## src/common/rfirq_pkg.sv

```systemverilog
// Summary of operation
// - Timebase overflow enable gates its interrupt, resets 0
// - Measure overflow enable gates its interrupt, resets 0
// - Sensor B done enable gates its interrupt
// - Sensor A done enable gates its interrupt
// - Reference done enable gates its interrupt
// - Timebase overflow during reference sets flag
// - Measure overflow during sensor oscillation sets flag
// - Timebase reaching zero during sensor B oscillation sets sensor B flag
// - Timebase reaching zero during sensor A oscillation sets sensor A flag
// - Measure overflow during reference sets done flag
// - Flags sticky; write one clears, zero ignored
// - Two 24-bit counters, software readable, writable
package rfirq_pkg;

  // ----------------------------------------------------------------
  // Register indices (byte address is four times the index)
  // ----------------------------------------------------------------
  localparam int IDX_W = 15;
  localparam logic [IDX_W-1:0] IDX_MC_LO = 15'h53a4;
  localparam logic [IDX_W-1:0] IDX_MC_HI = 15'h53a6;
  localparam logic [IDX_W-1:0] IDX_TC_LO = 15'h53a8;
  localparam logic [IDX_W-1:0] IDX_TC_HI = 15'h53aa;
  localparam logic [IDX_W-1:0] IDX_IRQ_ENABLE = 15'h53ac;
  localparam logic [IDX_W-1:0] IDX_IRQ_FLAGS = 15'h53ae;
  localparam int IDX_LSB = 2;

  // ----------------------------------------------------------------
  // Field layout of enable and flag registers
  // ----------------------------------------------------------------
  localparam int NUM_EVT = 5;
  localparam int BIT_REF_DONE = 0;
  localparam int BIT_SENA_DONE = 1;
  localparam int BIT_SENB_DONE = 2;
  localparam int BIT_MEAS_OVF = 3;
  localparam int BIT_TB_OVF = 4;
  localparam logic [NUM_EVT-1:0] EVT_RESET = 5'h00;

  // ----------------------------------------------------------------
  // Counters
  // ----------------------------------------------------------------
  localparam int CNT_W = 24;
  localparam int LO_W = 16;
  localparam logic [CNT_W-1:0] CNT_RESET = 24'h000000;
  localparam logic [CNT_W-1:0] CNT_MAX = 24'hffffff;
  localparam logic [CNT_W-1:0] CNT_ONE = 24'h000001;

  // ----------------------------------------------------------------
  // Bus
  // ----------------------------------------------------------------
  localparam int DATA_W = 32;
  localparam logic [1:0] HTRANS_NONSEQ = 2'h2;
  localparam logic [1:0] HTRANS_SEQ = 2'h3;
  localparam logic HRESP_OKAY = 1'h0;

  typedef enum logic [1:0] {RF_ST_IDLE, RF_ST_WAIT, RF_ST_DONE} rfirq_state_t;

endpackage

```

## src/design/rfirq_top.sv

```systemverilog
module rfirq_top import rfirq_pkg::*; (
  input wire logic hclk,
  input wire logic hresetn,
  input wire logic hsel,
  input wire logic [31:0] haddr,
  input wire logic [1:0] htrans,
  input wire logic hwrite,
  input wire logic [2:0] hsize,
  input wire logic [31:0] hwdata,
  input wire logic hready,
  output logic hreadyout,
  output logic [31:0] hrdata,
  output logic hresp,
  input wire logic osc_ref_running,
  input wire logic osc_sena_running,
  input wire logic osc_senb_running,
  input wire logic measure_count_pulse,
  input wire logic timebase_inc_pulse,
  input wire logic timebase_dec_pulse,
  output logic [23:0] measurement_counter,
  output logic [23:0] time_base_counter,
  output logic osc_end_pulse,
  output logic rf_irq
);

  // ----------------------------------------------------------------
  // Declarations
  // ----------------------------------------------------------------
  rfirq_state_t state_reg;
  rfirq_state_t state_next;
  logic [IDX_W-1:0] idx_reg;
  logic write_reg;
  logic [DATA_W-1:0] hrdata_reg;
  logic [NUM_EVT-1:0] rf_irq_enable_reg;
  logic [NUM_EVT-1:0] rf_irq_flags_reg;
  logic [NUM_EVT-1:0] set_vec;
  logic [NUM_EVT-1:0] clr_vec;
  logic [CNT_W-1:0] mc_reg;
  logic [CNT_W-1:0] tc_reg;
  logic addr_phase;
  logic wr_strobe;
  logic mc_ovf;
  logic tc_ovf;
  logic tc_zero;
  logic end_reg;

  // Register write hits one index in the data-phase wait cycle
  function automatic logic wr_hit(input logic strobe, input logic [IDX_W-1:0] idx,
                                  input logic [IDX_W-1:0] target);
    wr_hit = strobe && (idx == target);
  endfunction

  // Read mux; reserved and unmapped bits read as zero
  function automatic logic [DATA_W-1:0] read_mux(input logic [IDX_W-1:0] idx,
      input logic [NUM_EVT-1:0] en, input logic [NUM_EVT-1:0] fl,
      input logic [CNT_W-1:0] mc, input logic [CNT_W-1:0] tc);
    read_mux = '0;
    case (idx)
      IDX_MC_LO: read_mux[LO_W-1:0] = mc[LO_W-1:0];
      IDX_MC_HI: read_mux[CNT_W-LO_W-1:0] = mc[CNT_W-1:LO_W];
      IDX_TC_LO: read_mux[LO_W-1:0] = tc[LO_W-1:0];
      IDX_TC_HI: read_mux[CNT_W-LO_W-1:0] = tc[CNT_W-1:LO_W];
      IDX_IRQ_ENABLE: read_mux[NUM_EVT-1:0] = en;
      IDX_IRQ_FLAGS: read_mux[NUM_EVT-1:0] = fl;
      default: read_mux = '0;
    endcase
  endfunction

  // ----------------------------------------------------------------
  // AHB-Lite slave: one wait state, then OKAY
  // ----------------------------------------------------------------

  // Address phase accepted
  assign addr_phase = hsel && hready && (htrans == HTRANS_NONSEQ || htrans == HTRANS_SEQ);
  assign wr_strobe = (state_reg == RF_ST_WAIT) && write_reg;

  // Next bus state
  always_comb begin
    state_next = state_reg;
    case (state_reg)
      RF_ST_IDLE: if (addr_phase) state_next = RF_ST_WAIT;
      RF_ST_WAIT: state_next = RF_ST_DONE;
      RF_ST_DONE: state_next = addr_phase ? RF_ST_WAIT : RF_ST_IDLE;
      default: state_next = RF_ST_IDLE;
    endcase
  end

  // Bus state register
  always_ff @(posedge hclk or negedge hresetn) begin
    if (!hresetn) begin
      state_reg <= RF_ST_IDLE;
    end else begin
      state_reg <= state_next;
    end
  end

  // Address phase capture
  always_ff @(posedge hclk or negedge hresetn) begin
    if (!hresetn) begin
      idx_reg <= '0;
      write_reg <= 1'b0;
    end else if (addr_phase && state_reg != RF_ST_WAIT) begin
      idx_reg <= haddr[IDX_LSB+IDX_W-1:IDX_LSB];
      write_reg <= hwrite;
    end
  end

  // Read data captured in the wait cycle
  always_ff @(posedge hclk or negedge hresetn) begin
    if (!hresetn) begin
      hrdata_reg <= '0;
    end else if (state_reg == RF_ST_WAIT && !write_reg) begin
      hrdata_reg <= read_mux(idx_reg, rf_irq_enable_reg, rf_irq_flags_reg, mc_reg, tc_reg);
    end
  end

  assign hreadyout = (state_reg != RF_ST_WAIT);
  assign hrdata = hrdata_reg;
  assign hresp = HRESP_OKAY;

  // ----------------------------------------------------------------
  // Interrupt enable register
  // ----------------------------------------------------------------

  // Software-written enables, upper bits dropped
  always_ff @(posedge hclk or negedge hresetn) begin
    if (!hresetn) begin
      rf_irq_enable_reg <= EVT_RESET;
    end else if (wr_hit(wr_strobe, idx_reg, IDX_IRQ_ENABLE)) begin
      rf_irq_enable_reg <= hwdata[NUM_EVT-1:0];
    end
  end

  // ----------------------------------------------------------------
  // Counters
  // ----------------------------------------------------------------
  assign mc_ovf = measure_count_pulse && (mc_reg == CNT_MAX);
  assign tc_ovf = timebase_inc_pulse && (tc_reg == CNT_MAX);
  assign tc_zero = timebase_dec_pulse && (tc_reg == CNT_ONE);

  // Measurement counter: write wins over counting
  always_ff @(posedge hclk or negedge hresetn) begin
    if (!hresetn) begin
      mc_reg <= CNT_RESET;
    end else if (wr_hit(wr_strobe, idx_reg, IDX_MC_LO)) begin
      mc_reg[LO_W-1:0] <= hwdata[LO_W-1:0];
    end else if (wr_hit(wr_strobe, idx_reg, IDX_MC_HI)) begin
      mc_reg[CNT_W-1:LO_W] <= hwdata[CNT_W-LO_W-1:0];
    end else if (measure_count_pulse) begin
      mc_reg <= mc_reg + CNT_ONE;
    end
  end

  // Time base counter counts up for reference, down for sensors
  always_ff @(posedge hclk or negedge hresetn) begin
    if (!hresetn) begin
      tc_reg <= CNT_RESET;
    end else if (wr_hit(wr_strobe, idx_reg, IDX_TC_LO)) begin
      tc_reg[LO_W-1:0] <= hwdata[LO_W-1:0];
    end else if (wr_hit(wr_strobe, idx_reg, IDX_TC_HI)) begin
      tc_reg[CNT_W-1:LO_W] <= hwdata[CNT_W-LO_W-1:0];
    end else if (timebase_inc_pulse) begin
      tc_reg <= tc_reg + CNT_ONE;
    end else if (timebase_dec_pulse && tc_reg != CNT_RESET) begin
      tc_reg <= tc_reg - CNT_ONE;
    end
  end

  assign measurement_counter = mc_reg;
  assign time_base_counter = tc_reg;

  // ----------------------------------------------------------------
  // Event flags
  // ----------------------------------------------------------------

  // Event causes
  always_comb begin
    set_vec = '0;
    set_vec[BIT_TB_OVF] = tc_ovf && osc_ref_running;
    set_vec[BIT_MEAS_OVF] = mc_ovf && (osc_sena_running || osc_senb_running);
    set_vec[BIT_SENB_DONE] = tc_zero && osc_senb_running;
    set_vec[BIT_SENA_DONE] = tc_zero && osc_sena_running;
    set_vec[BIT_REF_DONE] = mc_ovf && osc_ref_running;
  end

  // Write-one-to-clear mask
  assign clr_vec = wr_hit(wr_strobe, idx_reg, IDX_IRQ_FLAGS) ? hwdata[NUM_EVT-1:0] : '0;

  // Sticky flags; a set in the clearing cycle wins
  always_ff @(posedge hclk or negedge hresetn) begin
    if (!hresetn) begin
      rf_irq_flags_reg <= EVT_RESET;
    end else begin
      rf_irq_flags_reg <= (rf_irq_flags_reg & ~clr_vec) | set_vec;
    end
  end

  // Oscillation end notice to the core
  always_ff @(posedge hclk or negedge hresetn) begin
    if (!hresetn) begin
      end_reg <= 1'b0;
    end else begin
      end_reg <= |set_vec;
    end
  end

  assign osc_end_pulse = end_reg;

  // Level interrupt to the controller
  assign rf_irq = |(rf_irq_flags_reg & rf_irq_enable_reg);
endmodule // rfirq_top

```

## config.mk

```make
export PLATFORM = sky130hd
export DESIGN_NAME = rfirq_top
export DESIGN_NICKNAME = d
export VERILOG_FILES = /design/src/common/rfirq_pkg.sv /design/src/design/rfirq_top.sv
export SDC_FILE = /design/constraint.sdc
export NUM_CORES = 1
export LEC_CHECK = 0
export BUFFER_PORTS_ARGS = -buffer_cell sky130_fd_sc_hd__buf_2
export CORE_MARGIN = 2
export CORE_UTILIZATION = 48
export DETAILED_ROUTE_END_ITERATION = 10
export GPL_TIMING_DRIVEN = 0
export PLACE_DENSITY_LB_ADDON = 0.15
export SLEW_MARGIN = 15
export SYNTH_ARGS = -nofsm -noshare
export SYNTH_HDL_FRONTEND = slang
export SYNTH_SLANG_ARGS = --single-unit
```

## constraint.sdc

```tcl
create_clock -name hclk -period 2.6 [get_ports hclk]
set_input_delay 0.52 -clock hclk [delete_from_list [all_inputs] [get_ports hclk]]
set_output_delay 0.52 -clock hclk [all_outputs]
set_load 0.005 [all_outputs]
```

# ---- Word-level counts from Yosys, hierarchy flattened
# Cells that the tools add are included.
dict set report totals {
  latchBits 0
  elab_cells 88
  mem_bits_rw 0
  n_memories 0
  rom_bits 0
  regBits 93
}
dict set report classes {
  shift 0
  n_addsub 3
  n_reduce_logical 35
  eq_ne 17
  n_mux 16
  magnitude_cmp 0
  bitwise 6
  div 0
  multipliers 0
}
# cell n
set op_table {}
lappend op_table {{15-bit == test (second input constant)} 6}
lappend op_table {{24-bit two-way mux} 3}
lappend op_table {{16-bit two-way mux} 4}
lappend op_table {{24-bit by 1-bit adder with 24-bit output (second input constant)} 2}
lappend op_table {{24-bit == test (second input constant)} 2}
lappend op_table {{5-bit one-hot mux with 6 select lines} 1}
lappend op_table {{24-bit by 1-bit == test with 1-bit output (second input constant)} 1}
lappend op_table {{24-bit nonzero test} 1}
lappend op_table {{24-bit by 1-bit subtractor with 24-bit output (second input constant)} 1}
lappend op_table {{1-bit logical AND} 20}
lappend op_table {{8-bit two-way mux} 2}
lappend op_table {{8-bit one-hot mux with 2 select lines} 1}
lappend op_table {{3-bit one-hot mux with 4 select lines} 1}
lappend op_table {{5-bit AND} 2}
lappend op_table {{5-bit OR reduction} 2}
lappend op_table {{2-bit AND reduction} 4}
lappend op_table {{2-bit == test (second input constant)} 3}
lappend op_table {{2-bit inequality test (second input constant)} 3}
lappend op_table {{2-bit one-hot mux with 3 select lines} 1}
lappend op_table {{3-bit nonzero test} 2}
lappend op_table {{5-bit two-way mux} 1}
lappend op_table {{5-bit NOT} 1}
lappend op_table {{5-bit OR} 1}
lappend op_table {{2-bit nonzero test} 2}
lappend op_table {{8 further kinds} 10}

# ---- Depth between registers and ports, before layout
# Gate-level depths: netlist of the first run.
dict set report logic_depth {
  depth_word 7
  depth_mapped 9
  mapped_depth_nobuf 8
}

# ---- Worst setup path after synthesis of the first run
# No wires, ideal clock.
dict set report synth_path {
  path_type {flip-flop to flip-flop}
  start {register tc_reg[0], in the netlist time_base_counter[0]}
  end {register tc_reg[18], in the netlist time_base_counter[18]}
  period_less_slack_ns 2.479
  path_stages_with_launch 9
  t_arrival_ns 2.347
  t_required_ns 2.468
  slack_ns 0.121
  cell_sequence {dfrtp_1 > inv_1 > ha_1 > or3b_2 > or3_4 > or4_4 > a211oi_2 > xnor2_1 > o21ai_1}
}
dict set report synth_between {
  elab_chain_len 4
  word_cells_on_any_way 9
  cone_classes {add/sub: 2; mux: 3; reduce/logical: 4}
}
# element line
set synth_rtl {}
lappend synth_rtl {{start: declaration} rfirq_top.sv:39} ;# logic [CNT_W-1:0] tc_reg;
lappend synth_rtl {{start signal: indexed assignment} rfirq_top.sv:159} ;# tc_reg[LO_W-1:0] <= hwdata[LO_W-1:0];
lappend synth_rtl {{start signal: indexed assignment} rfirq_top.sv:161} ;# tc_reg[CNT_W-1:LO_W] <= hwdata[CNT_W-LO_W-1:0];
lappend synth_rtl {{start signal: assignment} rfirq_top.sv:163} ;# tc_reg <= tc_reg + CNT_ONE;
lappend synth_rtl {{24-bit by 1-bit subtractor with 24-bit output / 24-bit nonzero test (equally long branches)} {rfirq_top.sv:165, rfirq_top.sv:164}}
lappend synth_rtl {{24-bit two-way mux / 1-bit logical AND (equally long branches)} rfirq_top.sv:164} ;# end else if (timebase_dec_pulse && tc_reg != CNT_RESET) begin
lappend synth_rtl {{24-bit two-way mux / 3-bit nonzero test (equally long branches)} --}
lappend synth_rtl {{8-bit two-way mux / 2-bit AND reduction (equally long branches)} --}
# Parallel ways exist; a longest one is shown, timed or not. The select of a mux whose other input is x is not followed.
# A chain may end at the register's enable or synchronous reset.

# ---- Worst setup path in the final report of the first run
dict set report layout_path {
  start {register tc_reg[4], in the netlist time_base_counter[4]}
  end {register tc_reg[18], in the netlist time_base_counter[18]}
}
# The elaborated chain is that of the path after synthesis.

==> results of run 1 <==
==> worst register-to-register path, stage by stage, from the launching register on <==
cell and delay (ns):
dfrtp_1 0.40, buf_4 0.19, or4_4 0.53, or3_4 0.43, or4_4 0.43, a211oi_2 0.26
xnor2_1 0.14, o21ai_1 0.07
==> cells in the final DEF, fill, tap and decap left out, types with 11 or more instances in the layout <==
| cell | count |
|---|---|
| a21oi_1 | 30 |
| o21ai_0 | 38 |
| xnor2_1 | 41 |
| nor2_1 | 66 |
| dfrtp_1 | 90 |
| nand4_1 | 15 |
| a22oi_1 | 11 |
| nor3_1 | 26 |
| mux2_2 | 25 |
| nand3_1 | 26 |
| conb_1 | 17 |
| buf_4 | 26 |
| buf_2 | 114 |
| nand2_1 | 73 |
| clkbuf_1 | 22 |
==> power groups by stage <==
stage,Combinational (mW),Clock (mW),Sequential [mW]
2_1_floorplan,0.956,0,2.00
3_3_place_gp,1.51,0,2.07
3_5_place_dp,1.54,0,2.08
4_1_cts,1.67,1.37,2.04
5_1_grt,1.79,1.42,2.15
6_report,1.66,1.36,2.11
==> kinds of logic (layout without fill, tap and decap cells) <==
group / after synthesis / count (layout)
DFF: 93 / 93
and+or+nand+nor: 282 / 282
muxes: 31 / 31
AOI/OAI and AO/OA: 125 / 125
xor gates and xnor gates: 45 / 45
other: 1 / 17
buffers and inverters: 63 / 191
adders and majority gates: 5 / 5
==> path summary, 6_finish.rpt <==
kind | to | cells after the start | slack (ns)
min in group hclk | measurement_counter[11] | 3 | 0.40
hold reg to reg | state_reg[0] | 1 | 0.47
max in group asynchronous | measurement_counter[22] | 2 | 1.77
hold / removal | measurement_counter[10] | 1 | 0.15
setup / recovery | time_base_counter[18] | 7 | 0.04
setup reg to reg | time_base_counter[18] | 7 | 0.04
==> stage by stage <==
stage | power, mW | worst slack [ns] | util, %
2_1_floorplan | 2.95 | 0.121 | -
3_3_place_gp | 3.58 | -0.661 | 56.3
3_5_place_dp | 3.62 | -0.711 | 56.6
4_1_cts | 5.08 | 0.0153 | 60.1
5_1_grt | 5.37 | -0.0736 | 60.8
6_report | 5.14 | 0.0417 | 60.8
==> layout make-up <==
class	count	area, um^2	area share, %
buffer	53	305	4.36
clock buffer	13	250	3.57
clock inverter	3	45.0	0.643
inverter	7	26.3	0.375
multi-input combinational	505	3250	46.4
sequential	93	2330	33.3
tap	143	179	2.56
timing repair buffer	115	613	8.76
==> routing by layer <==
metal | global-route usage [%] | vias to the layer above | part of all wire [%]
li1 | - | 2573 | -
met1 | 42.6 | 2755 | 43
met2 | 46.2 | 299 | 44
met3 | 4.23 | 47 | 8.7
met4 | 13.3 | 0 | 3.8
met5 | 0 | - | 0
==> timing repair <==
| item | CTS | global route |
|---|---|---|
| pin swaps | 1 | 2 |
| endpoints found under the setup margin | 26 | 57 |
| cloned | 0 | 0 |
| resized for setup | 14 | 30 |
| setup buffers | 4 | 1 |
==> summary.md, run 1 <==
| Metric | Value |
|---|---|
| HP Class | in -> async |
| Final Skew | 0.0106 ns |
| Final instance area | 0.00700 mm^2 |
| Placed Area | 0.00652 mm^2 |
| Post-Synth XOR/XNOR Area | 6.91% |
| Post-DRT Antenna Nets | 0 |
| Crit path arrival time | 2.79 ns |
| Fin Setup TNS | 0 ns |
| CP Max Fanout | 10 |
| Slowest CP cell | or4_4 |
| Largest area contributor in the netlist | dfrtp_1 |
| Post-synth ARST share | 100% |
| Synth cell types | 62 |
| Initial drt markers | 603 |
| Std-Cell Rows | 39 |
| Clk sink count | 93 |
| Clock power share | 26.5% |
| Status | finished with violations |
| Post-DR vias/cell | 6.09 |
| Layout cells sized above 1 | 27.4% |
| Post-layout min period | 2.56 ns |
| Largest family of logic cells by synthesized area | simple AND/OR/NAND/NOR gates |
| FF+latch count, synth | 93 |
| Routability cong. | 0.948 |
| I/O Pins | 164 |
| CTS H-tree lvls | 3 |
| Port bufs | 109 |
| Vias in the first global route | 5,336 |
| Clk Tree Root Cell | clkbuf_16 |
| Deepest clock path buffer count | 2 |
| Area of the die | 0.0128 mm^2 |
| Worst Path Class, Setup | reg -> reg |
| Post-Synth Adder-Cell Area | 1.10% |
| Global Route Usage Sum | 30.1% |
| Num CTS Buffers | 9 |
| Drt wl/cell | 20.4 um |
| RSZ-0062 raised after global routing | true |
| Slew HR | 58.8% |
| Simple-gate share of the synthesized area | 25.5% |
| Type of origin of the critical path | register |
| Drt pass-1 iters | 10 |
| Fillers | 1,085 |
| R2r startpoint | time_base_counter[4] |
| Core area | 0.0115 mm^2 |
| P&R area growth vs syn | 22.8% |
| Pwr/cell area | 733 mW/mm^2 |
| Cell Int Power | 3.25 mW |
| Comb power frac | 32.4% |
| Ys flop type | dfrtp_1 |
| Pin count of the biggest net entering global routing | 56 |
| Buffers plus inverters on the worst setup path | 1 |
| Most frequent cell after synthesis | dfrtp_1 |
| Synth cell count leaders | 93 x dfrtp_1, 73 x nand2_1, 66 x nor2_1, 41 x xnor2_1, 38 x o21ai_0 |
| # DRC | 11 |
| WHS | 0.152 ns |
| Routed WL | 19.1 mm |
| Chip height | 113 um |
| Top cell type's share of synthesized area | 40.8% |
| # hold bufs at CTS | 0 |
| CTS tree | done |
| Synth area leaders | dfrtp_1 41%, xnor2_1 6.3%, mux2_2 4.9% |
| Starting Density | 49.5% |
| Maximum vdd drop | 0.387 mV |
| Antenna violations before repair | 0 |
| Global-route wire length before repair | 29.6 mm |
| Slew Limit Fails | 0 |
| Crit end category | register |
| Leak | 2.97 nW |
| Multiplexer area fraction after synthesis | 5.99% |
| Sequential element share of the synthesized area | 40.8% |
| Final setup viols | 0 |
| Clk_lat worst skew | 0.36 ns |
| Clk slew on worst S/H paths | 0.07 ns |
| Worst Path Required | 2.83 ns |
| Sequential group share of total power | 41.2% |
| Fraction of the mapped netlist area in compound gates | 14.0% |
| Switching share of power | 36.8% |
| Final hold vios | 0 |
| Hpwl dp | 13.9 mm |
| Crit. Startpoint | time_base_counter[4] |
| Syn_area_per_cell | 8.84 um^2 |
| Synth Cell Area | 0.00570 mm^2 |
| Synth Instances | 645 |
| Nets | 869 |
| Antenna diodes | 0 |
| Switch Pwr | 1.89 mW |
| Worst Tran Pin Value | 0.615 ns |
| Post-synth EDFFs | 0 |
| Remaining Overflow, GRT | 0 |
| Max-Cap Viols | 0 |
| Post-placement cell count | 914 |
| CP most frequent cell | or4_4 |
| YS warnings | 0 |
| CP delay by family, top | simple AND/OR/NAND/NOR gates |
| FMAX | 0.391 GHz |
| Worst-path cell chain | buf_4, or4_4, or3_4, or4_4, a211oi_2, xnor2_1, o21ai_1 |
| Post-route insts no fill | 932 |
| Period Utilization, post-route | 98.4% |
| Failing checks | design-rule violations |
| Die width | 113 um |
| Crit path largest cell delay | 0.53 ns |
| DR vias | 5,674 |
(Power assumes the default switching activity.)
==> inputs of run 2 (changes only) <==
- ABC_AREA: default -> 1
- CORE_UTILIZATION: 48 -> 50
==> summary.md, run 2 <==
| Metric | Value |
|---|---|
| Deepest clock path buffer count | 2 |
| Pwr/cell area | 719 mW/mm^2 |
| Crit path arrival time | 2.48 ns |
| Commonest non-fill, non-tap cells in the layout | 376 x nand2_1, 130 x nor2_1, 128 x buf_2 |
| CP delay by family, top | simple AND/OR/NAND/NOR gates |
| Grt met1 use | 44.5% |
| Global-route wire length before repair | 35.9 mm |
| Antenna diodes | 0 |
| Worst-path cell chain | ha_1, nand3_1, nor2_1, nand4_1, nor3_1, nand3_1, nand2_1, inv_1, nand3_1 |
| Post-synth EDFFs | 0 |
| Post-synth ARST share | 100% |
| Die width | 121 um |
| # DRC | 0 |
| Synth area leaders | dfrtp_1 34%, nand2_1 21%, nand3_1 8.1% |
| Top cell type's share of synthesized area | 34.3% |
| Synth Cell Area | 0.00679 mm^2 |
| Syn_area_per_cell | 6.55 um^2 |
| CP most frequent cell | nand3_1 |
| FF+latch count, synth | 93 |
| Maximum vdd drop | 0.485 mV |
| Worst reg2reg setup slack | 0.41 ns |
| I/O Pins | 164 |
| Worst Tran Pin Value | 0.681 ns |
| Status | finished clean |
| Worst Path Class, Setup | reg -> reg |
| Synth cell count leaders | 376 x nand2_1, 130 x nor2_1, 110 x nand3_1, 93 x dfrtp_1, 83 x inv_1 |
| Hpwl dp | 17.7 mm |
| CTS H-tree lvls | 3 |
| Chip height | 121 um |
| Port bufs | 109 |
| Placed Area | 0.00765 mm^2 |
| Grt met3 use | 4.91% |
| Synth cell types | 35 |
| Pin count of the biggest net entering global routing | 80 |
| Buffers plus inverters on the worst setup path | 1 |
| Clk_lat worst skew | 0.36 ns |
| Area of the die | 0.0145 mm^2 |
| CTS tree | done |
| DR vias | 7,307 |
| Clk Tree Root Cell | clkbuf_16 |
| Leak | 4.22 nW |
| Worst Path Required | 2.89 ns |
| WHS | 0.387 ns |
| Most common cell after layout, fill and taps aside | nand2_1 |
| Post-DRT Antenna Nets | 0 |
| Max-Cap Viols | 0 |
| Layout cells sized above 1 | 18.1% |
| Final Skew | 0.00413 ns |
| Antenna violations before repair | 0 |
| Std-Cell Rows | 42 |
| RSZ-0062 raised after global routing | false |
| Slew Limit Fails | 0 |
| Ys flop type | dfrtp_1 |
| HP Class | in -> reg |
| Vias in the first global route | 6,687 |
| Initial drt markers | 729 |
| Core area | 0.0132 mm^2 |
| YS warnings | 0 |
| # hold bufs at CTS | 1 |
| Remaining Overflow, GRT | 0 |
| Final Power | 5.72 mW |
| Busiest grt layer | met2 |
| Most frequent cell after synthesis | nand2_1 |
| Num CTS Buffers | 9 |
| Final setup viols | 0 |
| Drt pass-1 iters | 6 |
| Nets | 1,260 |
| Post-CTS setup buffers | 0 |
| GR Layer Usage met2 | 51.2% |
| Routed WL | 23.0 mm |
| P&R area growth vs syn | 17.2% |
| Drt wl/cell | 16.9 um |
| Clk sink count | 93 |
| Sequential element share of the synthesized area | 34.3% |
| Crit end category | register |
| FMAX | 0.458 GHz |
| Routability cong. | 0.986 |
| Slowest CP cell | dfrtp_1 |
| Synth Instances | 1,037 |
| Type of origin of the critical path | register |
| Global Route Usage Sum | 32.3% |
| Final hold vios | 0 |
| Clk slew on worst S/H paths | 0.07 ns |
| Post-DR vias/cell | 5.39 |
| Fin Setup TNS | 0 ns |
| Post-placement cell count | 1,339 |
| Largest area contributor in the netlist | dfrtp_1 |
| Slew HR | 54.2% |
| Starting Density | 51.3% |
| Period Utilization, post-route | 84.1% |
| Crit path largest cell delay | 0.48 ns |
| CP Max Fanout | 6 |
| Post_cts resized | 0 |
| Post-route insts no fill | 1,356 |
| Post-layout min period | 2.19 ns |
| Final instance area | 0.00796 mm^2 |
[run 2: changes by cell type after synthesis, sizes merged, moves of 14 or more]
cell and change:
a21oi -23, buf +20, clkbuf -22, inv +78
mux2 -14, nand2 +310, nand3 +90, nor2 +72
xnor2 -39, xor2 +17
[run 2: metrics by stage]
step           worst slack (ns)  utilization [%]
5_1_grt                   0.253             60.1
4_1_cts                   0.444             60.1
3_3_place_gp             0.0121             57.5
2_1_floorplan             0.938                -
3_5_place_dp              0.456             57.8
6_report                  0.414             60.1
[run 2: cell families (layout without fill, tap and decap cells)]
| group | after synthesis | count (layout) | share of synthesized area [%] |
|---|---|---|---|
| buf+inv | 139 | 266 | 9.71 |
| compound gates | 75 | 75 | 6.43 |
| fa+ha+maj | 5 | 5 | 0.921 |
| xor+xnor | 23 | 23 | 2.97 |
| flops | 93 | 93 | 34.3 |
| mux | 11 | 11 | 1.82 |
| other cells | 1 | 17 | 0.0552 |
| simple gates | 690 | 690 | 43.8 |
[run 2: worst paths after layout]
path,start,to,cells past startpoint
worst max-delay path,time_base_counter[1],osc_end_pulse,9
worst min-delay path,osc_senb_running,rf_irq_flags_reg[2],3
max in group asynchronous,hresetn,time_base_counter[18],3
min in group asynchronous,hresetn,time_base_counter[8],2
worst max register to register,time_base_counter[1],osc_end_pulse,9
worst min register to register,state_reg[0],state_reg[0],1
[run 2: layout make-up]
class                      instances  area, um^2
clock inverter                     6        68.8
sequential                        93        2330
multi-input combinational        821        3860
clock buffer                      10         229
fill                            1358        5290
timing repair buffer             111         589
buffer                            54         340
tap                              176         220
inverter                          85         319
[run 2: worst reg2reg max path: cells and delay by family, from the launching register on]
kind / cells / cell delay (ns)
and+or+nand+nor: 7 / 1.22
adders and majority gates: 1 / 0.36
DFF: 1 / 0.48
buffers and inverters: 1 / 0.04
[run 2: power by group]
part           total, mW  switching (mW)  internal (mW)
clock network       1.38           0.622          0.756
registers           2.01           0.296           1.72
logic               2.33            1.50          0.824
[run 2: routing by layer]
metal	share of wire, %	wire length [um]	up-vias
met5	0	0	-
met4	3.3	750	0
met3	8.4	1920	68
met2	46	10600	353
met1	42	9690	3311
li1	-	-	3575
==> inputs of run 3 (changes only) <==
- clock period: 2.6 -> 2.2 ns (I/O delays scaled with it)
==> summary.md, run 3 (synthesized netlist as in run 2, its figures left out) <==
| Metric | Value |
|---|---|
| Status | finished clean |
| Post-DRT Antenna Nets | 0 |
| Remaining Overflow, GRT | 0 |
| Clk_lat worst skew | 0.36 ns |
| Clk sink count | 93 |
| CTS H-tree lvls | 3 |
| Post-layout min period | 2.09 ns |
| Post-DR vias/cell | 5.43 |
| Global Route Usage Sum | 32.3% |
| CTS tree | done |
| Hold_sp | osc_senb_running |
| Vias in the first global route | 6,687 |
| R2r startpoint | idx_reg[11] |
| Sequential cell area | 0.00233 mm^2 |
| Worst Path Required | 2.50 ns |
| Chip height | 121 um |
| Deepest clock path buffer count | 2 |
| Initial drt markers | 839 |
| Slowest CP cell | dfrtp_1 |
| Crit end category | register |
| Core area | 0.0132 mm^2 |
| Num CTS Buffers | 9 |
| Hpwl dp | 17.7 mm |
| I/O Pins | 164 |
| CP Max Fanout | 10 |
| Port bufs | 109 |
| Post-route setup slack | 0.112 ns |
| Layout cells sized above 1 | 18.5% |
| Pin count of the biggest net entering global routing | 80 |
| Antenna diodes | 0 |
| Post-CTS setup buffers | 0 |
| Reg2Reg Depth | 10 |
| Drt pass-1 iters | 6 |
| Final Skew | 0.00342 ns |
| CP most frequent cell | nand2_1 |
| Buffers plus inverters on the worst setup path | 1 |
| Fillers | 1,359 |
| Area of the die | 0.0145 mm^2 |
| HP Class | in -> reg |
| Maximum vdd drop | 0.573 mV |
| Multi-input logic area | 0.00388 mm^2 |
| Max-Cap Viols | 0 |
| Slew HR | 56.0% |
| Worst Tran Pin Value | 0.660 ns |
| Type of origin of the critical path | register |
| Slew Limit Fails | 0 |
| Clk Tree Root Cell | clkbuf_16 |
| Drt wl/cell | 17.0 um |
| DR vias | 7,359 |
| Reg2reg end | hrdata[1] |
| Hold depth | 3 |
| Leak | 4.24 nW |
| Worst reg2reg setup slack | 0.11 ns |
| P&R area growth vs syn | 17.5% |
| Crit path largest cell delay | 0.39 ns |
| Worst Path Class, Setup | reg -> reg |
| Pwr/cell area | 851 mW/mm^2 |
| RSZ-0062 raised after global routing | false |
| # DRC | 0 |
| CP delay by family, top | simple AND/OR/NAND/NOR gates |
| Worst-path cell chain | nor2_1, nand3_1, nor2_2, buf_4, nand2_1, o22ai_1, nor2_1, nand2_1, nand2_1, nand2_1 |
| Most common cell after layout, fill and taps aside | nand2_1 |
| Worst Hold End | rf_irq_flags_reg[2] |
| Starting Density | 51.3% |
| Post-layout util | 60.2% |
| Commonest non-fill, non-tap cells in the layout | 376 x nand2_1, 129 x nor2_1, 128 x buf_2 |
| Die width | 121 um |
| Routed WL | 23.1 mm |
| Period Utilization, post-route | 94.9% |
| Global-route wire length before repair | 35.9 mm |
| Clk slew on worst S/H paths | 0.07 ns |
| Routability cong. | 0.986 |
| Final hold vios | 0 |
| Crit path arrival time | 2.39 ns |
| Final instance area | 0.00798 mm^2 |
| Placed Area | 0.00765 mm^2 |
| Antenna violations before repair | 0 |
| Std-Cell Rows | 42 |
| Nets | 1,260 |
| FMAX | 0.479 GHz |
| DP Worst Slack | 0.0561 ns |
| Final setup viols | 0 |
-- run 3: report_power, final --
group / total, mW / internal (mW) / switching (mW) / leakage (nW)
Sequential: 2.39 / 2.03 / 0.356 / 1.19
Combinational: 2.77 / 0.976 / 1.80 / 2.90
Clock: 1.63 / 0.893 / 0.739 / 0.144
-- run 3: through the flow --
| step | hold WS [ns] | cells | TNS [ns] | power, mW |
|---|---|---|---|---|
| after global placement | 0.416 | 1338 | -27.28 | 5.08 |
| after detailed placement | 0.282 | 1339 | 0 | 5.10 |
| final | 0.306 | 1356 | 0 | 6.79 |
| after floorplan | 0.144 | 1053 | 0 | 4.13 |
| after global routing | 0.320 | 1356 | 0 | 7.24 |
| after CTS | 0.305 | 1356 | 0 | 6.72 |
-- run 3: how the worst max path moves through the flow --
stage,from,to,slack (ns),cells after the start
floorplan,time_base_counter[0],time_base_counter[6],0.54,8
global placement,hresetn,time_base_counter[18],-0.31,1
detailed placement,time_base_counter[1],osc_end_pulse,0.06,9
CTS,time_base_counter[1],osc_end_pulse,0.04,9
global route,time_base_counter[0],time_base_counter[6],0.003,8
finish,idx_reg[11],hrdata[1],0.11,10
-- run 3: worst reg2reg max path, cell delays in order (launching register included) --
cell	delay, ns
dfrtp_1	0.39
nor2_1	0.10
nand3_1	0.08
nor2_2	0.24
buf_4	0.24
nand2_1	0.27
o22ai_1	0.31
nor2_1	0.09
nand2_1	0.14
nand2_1	0.09
nand2_1	0.07
-- run 3: per-layer routing --
layer / global-route usage (%) / vias up / wire length (um)
met5: 0 / - / 0
met4: 12.6 / 0 / 718
met3: 4.91 / 62 / 1670
met2: 51.2 / 341 / 10700
met1: 44.5 / 3385 / 10000
li1: - / 3571 / -
-- run 3: area by class of cell --
type,instances,share of cell area [%]
multi-input cells,821,48.7
clock inverters,6,0.863
well taps,176,2.76
repair buffers,111,7.39
plain buffers,54,4.27
clock buffers,10,2.87
inverters,85,4.00
flip-flops and latches,93,29.2
-- run 3: what timing repair did --
item | 4_1_cts | 5_1_grt
endpoints found under the setup margin | 0 | 6
hold buffers | 1 | 0
resized for setup | 0 | 6
hold endpoints to repair | 14 | 0
